**src/hdl/fir_cfg_pkg.sv**
```systemverilog
`default_nettype none
package fir_cfg_pkg;

    // ==============================================================
    // Widths.
    localparam int ADDR_W     = 16;
    localparam int DATA_W     = 32;
    localparam int SAMP_W     = 12;
    localparam int COEF_W     = 12;
    localparam int GAIN_W     = 5;
    localparam int CFG_W      = 7;
    localparam int IDX_W      = 14;
    localparam int FIFO_DEPTH = 8;

    // ==============================================================
    // Register indices; the byte address is four times the index.
    localparam logic [IDX_W-1:0] IDX_GAIN_B1_DUAL   = 14'h0353;
    localparam logic [IDX_W-1:0] IDX_GAIN_A0_SINGLE = 14'h0354;
    localparam logic [IDX_W-1:0] IDX_GAIN_A1_SINGLE = 14'h0355;
    localparam logic [IDX_W-1:0] IDX_GAIN_B0_SINGLE = 14'h0356;
    localparam logic [IDX_W-1:0] IDX_GAIN_B1_SINGLE = 14'h0357;
    localparam logic [IDX_W-1:0] IDX_FIR_CFG        = 14'h0400;
    localparam logic [IDX_W-1:0] IDX_LINK_CTRL      = 14'h0401;
    localparam logic [IDX_W-1:0] IDX_STATUS         = 14'h0402;

    // ==============================================================
    // Field positions and reset values of the filter configuration and gain trims.
    localparam int CFG_SHARE_BIT = 6;
    localparam int CFG_MERGE_BIT = 5;
    localparam int CFG_SCW_MSB   = 4;
    localparam int CFG_SCW_LSB   = 2;
    localparam int CFG_MODE_MSB  = 1;
    localparam int CFG_MODE_LSB  = 0;
    localparam logic [CFG_W-1:0]  CFG_RESET  = 7'h00;
    localparam logic [GAIN_W-1:0] GAIN_RESET = 5'h00;
    localparam logic [1:0]        MODE_OFF   = 2'h0;
    localparam logic [1:0]        MODE_ON    = 2'h2;

    // ==============================================================
    // Fixed-point scaling: side LSB is 2^(weight-16), centre 2^-11.
    localparam int SIDE_EXP     = 16;
    localparam int CENTER_SHIFT = 5;

endpackage : fir_cfg_pkg
`default_nettype wire

```
**src/hdl/sample_fifo.sv**
```systemverilog
`timescale 1ns/10ps
`default_nettype none
module sample_fifo #(
    parameter int WIDTH = 24,
    parameter int DEPTH = 8
) (
    input  wire logic             sys_clk,
    input  wire logic             sys_rst,
    input  wire logic             in_valid,
    output logic                  in_ready,
    input  wire logic [WIDTH-1:0] in_data,
    output logic                  out_valid,
    input  wire logic             out_ready,
    output logic      [WIDTH-1:0] out_data
);
    localparam int AW = $clog2(DEPTH);

    typedef struct packed {
        logic [DEPTH-1:0][WIDTH-1:0] mem;
        logic [AW-1:0]               wptr;
        logic [AW-1:0]               rptr;
        logic [AW:0]                 count;
    } fifo_t;

    fifo_t s_r;
    fifo_t s_nxt;
    logic  push;
    logic  pop;

    // ==============================================================
    // Handshakes come straight from the occupancy count.
    assign in_ready  = (s_r.count != (AW+1)'(DEPTH));
    assign out_valid = (s_r.count != '0);
    assign out_data  = s_r.mem[s_r.rptr];
    assign push      = in_valid && in_ready;
    assign pop       = out_valid && out_ready;

    // Next state: write at the tail, read at the head.
    always_comb begin
        s_nxt = s_r;
        if (push) begin
            s_nxt.mem[s_r.wptr] = in_data;
            s_nxt.wptr          = s_r.wptr + 1'b1;
        end
        if (pop) begin
            s_nxt.rptr = s_r.rptr + 1'b1;
        end
        case ({push, pop})
            2'b10:   s_nxt.count = s_r.count + 1'b1;
            2'b01:   s_nxt.count = s_r.count - 1'b1;
            default: s_nxt.count = s_r.count;
        endcase
    end

    // State register.
    always_ff @(posedge sys_clk or posedge sys_rst) begin
        if (sys_rst) begin
            s_r <= '0;
        end else begin
            s_r <= s_nxt;
        end
    end
endmodule : sample_fifo
`default_nettype wire

```
**src/hdl/fir_config_and_gain_trim.sv**
```systemverilog
`timescale 1ns/10ps
`default_nettype none
module fir_config_and_gain_trim #(
    parameter int FIFO_DEPTH = fir_cfg_pkg::FIFO_DEPTH
) (
    input  wire logic                     sys_clk,
    input  wire logic                     sys_rst,
    input  wire logic                     psel,
    input  wire logic                     penable,
    input  wire logic                     pwrite,
    input  wire logic [15:0]              paddr,
    input  wire logic [31:0]              pwdata,
    output logic                          pready,
    output logic      [31:0]              prdata,
    output logic                          pslverr,
    input  wire logic [4:0]               fuse_gain_a0,
    input  wire logic [4:0]               fuse_gain_a1,
    input  wire logic [4:0]               fuse_gain_b0,
    input  wire logic [4:0]               fuse_gain_b1,
    input  wire logic [4:0]               fuse_gain_b1_dual,
    input  wire logic signed [11:0]       coef_a_center,
    input  wire logic signed [11:0]       coef_a_side,
    input  wire logic signed [11:0]       coef_b_center,
    input  wire logic signed [11:0]       coef_b_side,
    input  wire logic                     in_valid,
    output logic                          in_ready,
    input  wire logic signed [11:0]       in_a,
    input  wire logic signed [11:0]       in_b,
    output logic                          out_valid,
    input  wire logic                     out_ready,
    output logic      [11:0]              out_a,
    output logic      [11:0]              out_b,
    output logic                          serial_link_enable,
    output logic      [4:0]               gain_trim_a0,
    output logic      [4:0]               gain_trim_a1,
    output logic      [4:0]               gain_trim_b0,
    output logic      [4:0]               gain_trim_b1,
    output logic      [4:0]               gain_trim_b1_dual
);
    typedef enum logic {ST_LOAD, ST_RUN} boot_t;

    typedef struct packed {
        boot_t              boot;
        logic [4:0]         g_a0;
        logic [4:0]         g_a1;
        logic [4:0]         g_b0;
        logic [4:0]         g_b1;
        logic [4:0]         g_b1_dual;
        logic [6:0]         cfg;
        logic               link_en;
        logic [31:0]        rdata;
        logic               slverr;
        logic signed [11:0] a_p;
        logic signed [11:0] a_pp;
        logic signed [11:0] b_p;
        logic signed [11:0] b_pp;
    } state_t;

    state_t             s_r;
    state_t             s_nxt;
    logic [13:0]        idx;
    logic               setup;
    logic               filter_on;
    logic               share;
    logic               merge;
    logic [2:0]         scw;
    logic signed [11:0] b_center_use;
    logic signed [11:0] b_side_use;
    logic signed [11:0] y_a;
    logic signed [11:0] y_b;
    logic [23:0]        push_data;
    logic               fifo_in_ready;
    logic               push;
    logic [23:0]        fifo_out;

    // ==============================================================
    // Helpers.

    // One equalizer output: centre tap plus weighted side pair.
    function automatic logic signed [11:0] eq_tap(
        input logic signed [11:0] c_ctr,
        input logic signed [11:0] c_side,
        input logic signed [11:0] x_c,
        input logic signed [11:0] x_l,
        input logic signed [11:0] x_r,
        input logic [2:0]         w
    );
        logic signed [12:0] pair;
        logic signed [35:0] acc;
        logic signed [35:0] q;
        pair = 13'(x_l) + 13'(x_r);
        acc  = (36'(c_ctr * x_c) <<< fir_cfg_pkg::CENTER_SHIFT)
             + (36'(c_side * pair) <<< w);
        q    = acc >>> fir_cfg_pkg::SIDE_EXP;
        if (q > 36'sh7ff) begin
            eq_tap = 12'sh7ff;
        end else if (q < -36'sh800) begin
            eq_tap = 12'sh800;
        end else begin
            eq_tap = q[11:0];
        end
    endfunction : eq_tap

    // True when the index names a register of this block.
    function automatic logic mapped(input logic [13:0] i);
        mapped = (i == fir_cfg_pkg::IDX_GAIN_B1_DUAL)
              || (i == fir_cfg_pkg::IDX_GAIN_A0_SINGLE)
              || (i == fir_cfg_pkg::IDX_GAIN_A1_SINGLE)
              || (i == fir_cfg_pkg::IDX_GAIN_B0_SINGLE)
              || (i == fir_cfg_pkg::IDX_GAIN_B1_SINGLE)
              || (i == fir_cfg_pkg::IDX_FIR_CFG)
              || (i == fir_cfg_pkg::IDX_LINK_CTRL)
              || (i == fir_cfg_pkg::IDX_STATUS);
    endfunction : mapped

    // ==============================================================
    // Configuration decode and coefficient routing.
    assign idx       = paddr[15:2];
    assign setup     = psel && !penable && (s_r.boot == ST_RUN);
    assign share     = s_r.cfg[fir_cfg_pkg::CFG_SHARE_BIT];
    assign merge     = s_r.cfg[fir_cfg_pkg::CFG_MERGE_BIT];
    assign scw       = s_r.cfg[fir_cfg_pkg::CFG_SCW_MSB:
                               fir_cfg_pkg::CFG_SCW_LSB];
    assign filter_on = (s_r.cfg[fir_cfg_pkg::CFG_MODE_MSB:
                                fir_cfg_pkg::CFG_MODE_LSB]
                        == fir_cfg_pkg::MODE_ON);

    // Channel B borrows the A set when shared or merged.
    assign b_center_use = (share || merge) ? coef_a_center
                                           : coef_b_center;
    assign b_side_use   = (share || merge) ? coef_a_side
                                           : coef_b_side;

    // Filter outputs; merged order is a0 b0 a1 b1 on one stream.
    always_comb begin
        if (merge) begin
            y_a = eq_tap(coef_a_center, coef_a_side, in_a, s_r.b_p,
                         in_b, scw);
            y_b = eq_tap(coef_a_center, coef_a_side, s_r.b_p, s_r.a_p,
                         in_a, scw);
        end else begin
            y_a = eq_tap(coef_a_center, coef_a_side, s_r.a_p, s_r.a_pp,
                         in_a, scw);
            y_b = eq_tap(b_center_use, b_side_use, s_r.b_p, s_r.b_pp,
                         in_b, scw);
        end
    end

    // Bypass keeps samples untouched while the filter is off.
    assign push_data = filter_on ? {y_a, y_b} : {in_a, in_b};
    assign push      = in_valid && fifo_in_ready;
    assign in_ready  = fifo_in_ready;

    // ==============================================================
    // Output buffer; a stalled consumer stalls the sample input.
    sample_fifo #(
        .WIDTH (24),
        .DEPTH (FIFO_DEPTH)
    ) u_fifo (
        .sys_clk   (sys_clk),
        .sys_rst   (sys_rst),
        .in_valid  (in_valid),
        .in_ready  (fifo_in_ready),
        .in_data   (push_data),
        .out_valid (out_valid),
        .out_ready (out_ready),
        .out_data  (fifo_out)
    );
    assign out_a = fifo_out[23:12];
    assign out_b = fifo_out[11:0];

    // ==============================================================
    // Bus answers and register outputs.
    assign pready             = psel && penable && (s_r.boot == ST_RUN);
    assign prdata             = s_r.rdata;
    assign pslverr            = pready && s_r.slverr;
    assign serial_link_enable = s_r.link_en;
    assign gain_trim_a0       = s_r.g_a0;
    assign gain_trim_a1       = s_r.g_a1;
    assign gain_trim_b0       = s_r.g_b0;
    assign gain_trim_b1       = s_r.g_b1;
    assign gain_trim_b1_dual  = s_r.g_b1_dual;

    // Next state: fuse load, register access and sample history.
    always_comb begin
        s_nxt = s_r;
        if (s_r.boot == ST_LOAD) begin
            s_nxt.g_a0      = fuse_gain_a0;
            s_nxt.g_a1      = fuse_gain_a1;
            s_nxt.g_b0      = fuse_gain_b0;
            s_nxt.g_b1      = fuse_gain_b1;
            s_nxt.g_b1_dual = fuse_gain_b1_dual;
            s_nxt.boot      = ST_RUN;
        end
        // Setup phase: latch read data and decide on refusal.
        if (setup) begin
            s_nxt.rdata  = '0;
            s_nxt.slverr = !mapped(idx)
                        || (pwrite && idx == fir_cfg_pkg::IDX_STATUS)
                        || (pwrite && s_r.link_en
                            && idx == fir_cfg_pkg::IDX_FIR_CFG);
            case (idx)
                fir_cfg_pkg::IDX_GAIN_B1_DUAL:
                    s_nxt.rdata[4:0] = s_r.g_b1_dual;
                fir_cfg_pkg::IDX_GAIN_A0_SINGLE:
                    s_nxt.rdata[4:0] = s_r.g_a0;
                fir_cfg_pkg::IDX_GAIN_A1_SINGLE:
                    s_nxt.rdata[4:0] = s_r.g_a1;
                fir_cfg_pkg::IDX_GAIN_B0_SINGLE:
                    s_nxt.rdata[4:0] = s_r.g_b0;
                fir_cfg_pkg::IDX_GAIN_B1_SINGLE:
                    s_nxt.rdata[4:0] = s_r.g_b1;
                fir_cfg_pkg::IDX_FIR_CFG:
                    s_nxt.rdata[6:0] = s_r.cfg;
                fir_cfg_pkg::IDX_LINK_CTRL:
                    s_nxt.rdata[0] = s_r.link_en;
                fir_cfg_pkg::IDX_STATUS:
                    s_nxt.rdata[1:0] = {filter_on, s_r.boot == ST_RUN};
                default:
                    s_nxt.rdata = '0;
            endcase
        end
        // Access phase: writes land only when not refused.
        if (pready && pwrite && !s_r.slverr) begin
            case (idx)
                fir_cfg_pkg::IDX_GAIN_B1_DUAL:
                    s_nxt.g_b1_dual = pwdata[4:0];
                fir_cfg_pkg::IDX_GAIN_A0_SINGLE:
                    s_nxt.g_a0 = pwdata[4:0];
                fir_cfg_pkg::IDX_GAIN_A1_SINGLE:
                    s_nxt.g_a1 = pwdata[4:0];
                fir_cfg_pkg::IDX_GAIN_B0_SINGLE:
                    s_nxt.g_b0 = pwdata[4:0];
                fir_cfg_pkg::IDX_GAIN_B1_SINGLE:
                    s_nxt.g_b1 = pwdata[4:0];
                fir_cfg_pkg::IDX_FIR_CFG:
                    s_nxt.cfg = pwdata[6:0];
                fir_cfg_pkg::IDX_LINK_CTRL:
                    s_nxt.link_en = pwdata[0];
                default:
                    s_nxt.link_en = s_r.link_en;
            endcase
        end
        // Sample history advances on each accepted beat.
        if (push) begin
            s_nxt.a_pp = s_r.a_p;
            s_nxt.a_p  = in_a;
            s_nxt.b_pp = s_r.b_p;
            s_nxt.b_p  = in_b;
        end
    end

    // State register; the fuse copy happens at the first clocked edge.
    always_ff @(posedge sys_clk or posedge sys_rst) begin
        if (sys_rst) begin
            s_r           <= '0;
            s_r.boot      <= ST_LOAD;
            s_r.cfg       <= fir_cfg_pkg::CFG_RESET;
            s_r.g_a0      <= fir_cfg_pkg::GAIN_RESET;
            s_r.g_a1      <= fir_cfg_pkg::GAIN_RESET;
            s_r.g_b0      <= fir_cfg_pkg::GAIN_RESET;
            s_r.g_b1      <= fir_cfg_pkg::GAIN_RESET;
            s_r.g_b1_dual <= fir_cfg_pkg::GAIN_RESET;
        end else begin
            s_r <= s_nxt;
        end
    end
endmodule : fir_config_and_gain_trim
`default_nettype wire

```
**config.mk**
```make
export PLATFORM = sky130hd
export DESIGN_NAME = fir_config_and_gain_trim
export DESIGN_NICKNAME = d
export VERILOG_FILES = /design/src/hdl/fir_cfg_pkg.sv /design/src/hdl/sample_fifo.sv /design/src/hdl/fir_config_and_gain_trim.sv
export SDC_FILE = /design/constraint.sdc
export NUM_CORES = 2
export LEC_CHECK = 0
export BUFFER_PORTS_ARGS = -buffer_cell sky130_fd_sc_hd__buf_2
export CELL_PAD_IN_SITES_DETAIL_PLACEMENT = 0
export CELL_PAD_IN_SITES_GLOBAL_PLACEMENT = 1
export CORE_ASPECT_RATIO = 1.75
export CORE_MARGIN = 8
export CORE_UTILIZATION = 42
export CTS_CLUSTER_DIAMETER = 150
export DETAILED_ROUTE_END_ITERATION = 7
export PLACE_DENSITY = 0.75
export SLEW_MARGIN = 20
export SYNTH_ARGS = -nofsm -noshare
export SYNTH_HDL_FRONTEND = slang
export SYNTH_SLANG_ARGS = --single-unit
```
**constraint.sdc**
```tcl
create_clock -name sys_clk -period 12.03 [get_ports sys_clk]
set_input_delay 1.8045 -clock sys_clk [delete_from_list [all_inputs] [get_ports sys_clk]]
set_output_delay 1.8045 -clock sys_clk [all_outputs]
set_load 0.01 [all_outputs]
```
==> results.yml <==
outcome:
  outcome: "completed"
detailed_routing:
  wl_mm: 206.6
  detail-route-antenna-nets: 0
  drc_errors: 0
  drt_iter0_drc: 2814
  viasPerCell: 5.233
  via_count: 55560
  drt_pre_antenna_iters: 5
  wire_per_inst_microns: 19.46
grt:
  track_usage_pct: 23.30
  grt_pass1_wl_mm: 328.5
  grt_overflow_total: 0
  grt_pass1_vias: 60790
  grt_max_degree: 105
  antenna_found_initial: 7
die:
  floorplan.rows: 196
  initial_core_util_pct: 42.24
  dieArea_sq_um: 177200
  core_sq_um: 162600
  dieWidth_microns: 321.7
  io_pins: 238
  die_h_microns: 550.9
setup_path:
  path_class: "in -> reg"
  required_ns: 12.57
  critPathLaunchType: "input port"
  path_common_cell: "buf_4"
  r2r-end: "u_fifo.s_r[109]"
  crit_fanout: 8
  r2r_slack_ns: 1.09
  crit_path_end_kind: "register"
  critPathBufInv: 19
  crit_arrival_ns: 12.42
  critPathLaunch: "in_b[3]"
  crit_path_max_incr_delay_ns: 0.56
  crit_path_end: "u_fifo.s_r[109]"
  critPathSlowestCell: "fa_1"
  crit_family: "adder cells"
  cp_num_cells: 53
  r2r_cells: 54
  reg2reg_from: "s_r[0]"
cts:
  cts_inserted_buffers: 29
  clk_latency_ns: 0.66
  clock_path_buffers: 3
  path_clk_slew_ns: 0.07
  cts_hold_buffers: 0
  cts_tree: "yes"
  cts_root_buffer: "clkbuf_16"
  clkSinkCount: 292
  htreeDepth: 1
yosys:
  synth_top_area_share_pct: 33.26
  ys_types: 97
  syn_area_per_cell_sq_um: 8.818
  synth_warnings: 0
  ys_ff_latch: 292
  synth_top_cell_by_area: "fa_1"
  syn_area_sq_um: 68680
  synth-edff-count: 0
  yosysSeqAreaShare_pct: 10.64
  synth_ff_type: "dfrtp_1"
  ys_async_sr_fraction_pct: 100.0
  synthTopCellsByArea: "fa_1 33%, dfrtp_1 11%, ha_1 10%"
  synthCells: 7788
sta:
  drv_slew: 0
  min_period_ns: 11.88
  max_slew_margin_pct: 26.33
  setup_slack_ns: 0.1505
  tightest_slew_ns: 1.100
  clock.fmax_ghz: 0.08418
  post-route-period-util_pct: 98.75
  rsz0062_at_grt: "true"
  fin_skew_ns: 0.06673
  hold_viol: 0
  setup_viol: 0
placement:
  dp_cells: 10510
  dp_slack_ns: -1.088
  detailed_place_hpwl_mm: 169.2
  placed_area_sq_um: 76590
  port_buffers: 185
  gp_congestion: 0.8993
finish:
  fin_area_sq_um: 79600
  drive_above_1_share_pct: 18.59
  nNetsFinal: 10280
  fillCellCount: 15430
  layout_common_cells: "1443 x inv_1, 1132 x fa_1, 1067 x nand2_1, 759 x buf_4, 559 x ha_1"
  syn_to_final_growth_pct: 15.90
  final_common_cell: "inv_1"
  fin_cells: 10620
  finish.utilization_pct: 48.96
min_path:
  holdCritStartpoint: "u_fifo.s_r[196]"
  hold_class: "reg -> reg"
job:
  drv_cap: 0
metrics by stage:
stage | TNS, ns | hold WS [ns]
after floorplan | 0 | 0.4408
after CTS | 0 | 0.4801
after detailed placement | -142.24 | 0.4628
after global placement | -121.38 | 0.4548
final | 0 | 0.4790
after global routing | -25.86 | 0.4995
worst min-delay path by stage:
stage                                 end  slack, ns  cells after the start
after global routing       u_fifo.s_r[76]       0.50                      2
after global placement     u_fifo.s_r[81]       0.45                      2
after CTS                  u_fifo.s_r[81]       0.48                      2
after detailed placement   u_fifo.s_r[81]       0.46                      2
after floorplan           u_fifo.s_r[177]       0.44                      2
final                     u_fifo.s_r[196]       0.48                      2
logic make-up (layout without fill, tap and decap cells):
group / after synthesis / after routing / synth area share, %
buffers and inverters: 1872 / 2498 / 10.60
and+or+nand+nor: 2226 / 2226 / 15.05
other: 2 / 27 / 0.01094
adders and majority gates: 1714 / 1714 / 43.70
DFF: 292 / 292 / 10.64
xor gates and xnor gates: 319 / 319 / 4.079
muxes: 356 / 356 / 6.571
AOI/OAI and AO/OA: 1007 / 1008 / 9.348
tightest hold or removal path, cell delays in order, from the launching register on:
cell	delay, ns
dfrtp_1	0.34
nand2_1	0.04
o21ai_0	0.06
flip-flops by register name (all words and copies together) (netlist names), 5 cells and up:
name	count
gain_trim_a0	5
gain_trim_b0	5
u_fifo.s_r	202
gain_trim_b1	5
s_r	56
gain_trim_a1	5
gain_trim_b1_dual	5
prdata	7
Yosys cell counts, types with 59 or more instances:
library cell  count
a21o_1           96
a21oi_1         260
and2_1          407
buf_4            59
clkbuf_1        318
dfrtp_1         292
fa_1           1141
ha_1            573
inv_1          1452
mux2_2          179
mux2i_1         119
nand2_1        1081
nand2b_1         92
nor2_1          340
nor2b_1          80
o21ai_0         304
xnor2_1         237
xor2_1           81
timing repair:
action / CTS / global route
gates cloned: 0 / 3
setup endpoints to repair: 176 / 192
hold endpoints to repair: 0 / 0
buffers inserted: 20 / 35
pin swaps: 59 / 160
resized for setup: 67 / 323
final cells by class:
type / count / area, sq um / area share, %
Tap cell: 2178 / 2725 / 3.424
Multi-Input combinational cell: 5649 / 55750 / 70.04
Antenna cell: 1 / 2.502 / 0.003144
Clock inverter: 16 / 180.2 / 0.2264
Clock buffer: 37 / 785.8 / 0.9872
Timing Repair Buffer: 990 / 7358 / 9.245
Sequential cell: 292 / 7323 / 9.201
Inverter: 1455 / 5469 / 6.871
layer usage:
metal  track usage (%)  share of wire (%)  routed length (microns)  up-vias
li1                  -                  -                        -    25520
met2             42.90                 52                   106400     1302
met4             10.99                5.8                    12030        4
met5                 0              0.013                       26        -
met3             1.855                3.9                     8069      439
met1             27.23                 39                    80070    28300
Power is left out: the tool's default activity adds up to more than one toggle a clock period on the data nets, which glitch-free logic cannot reach.
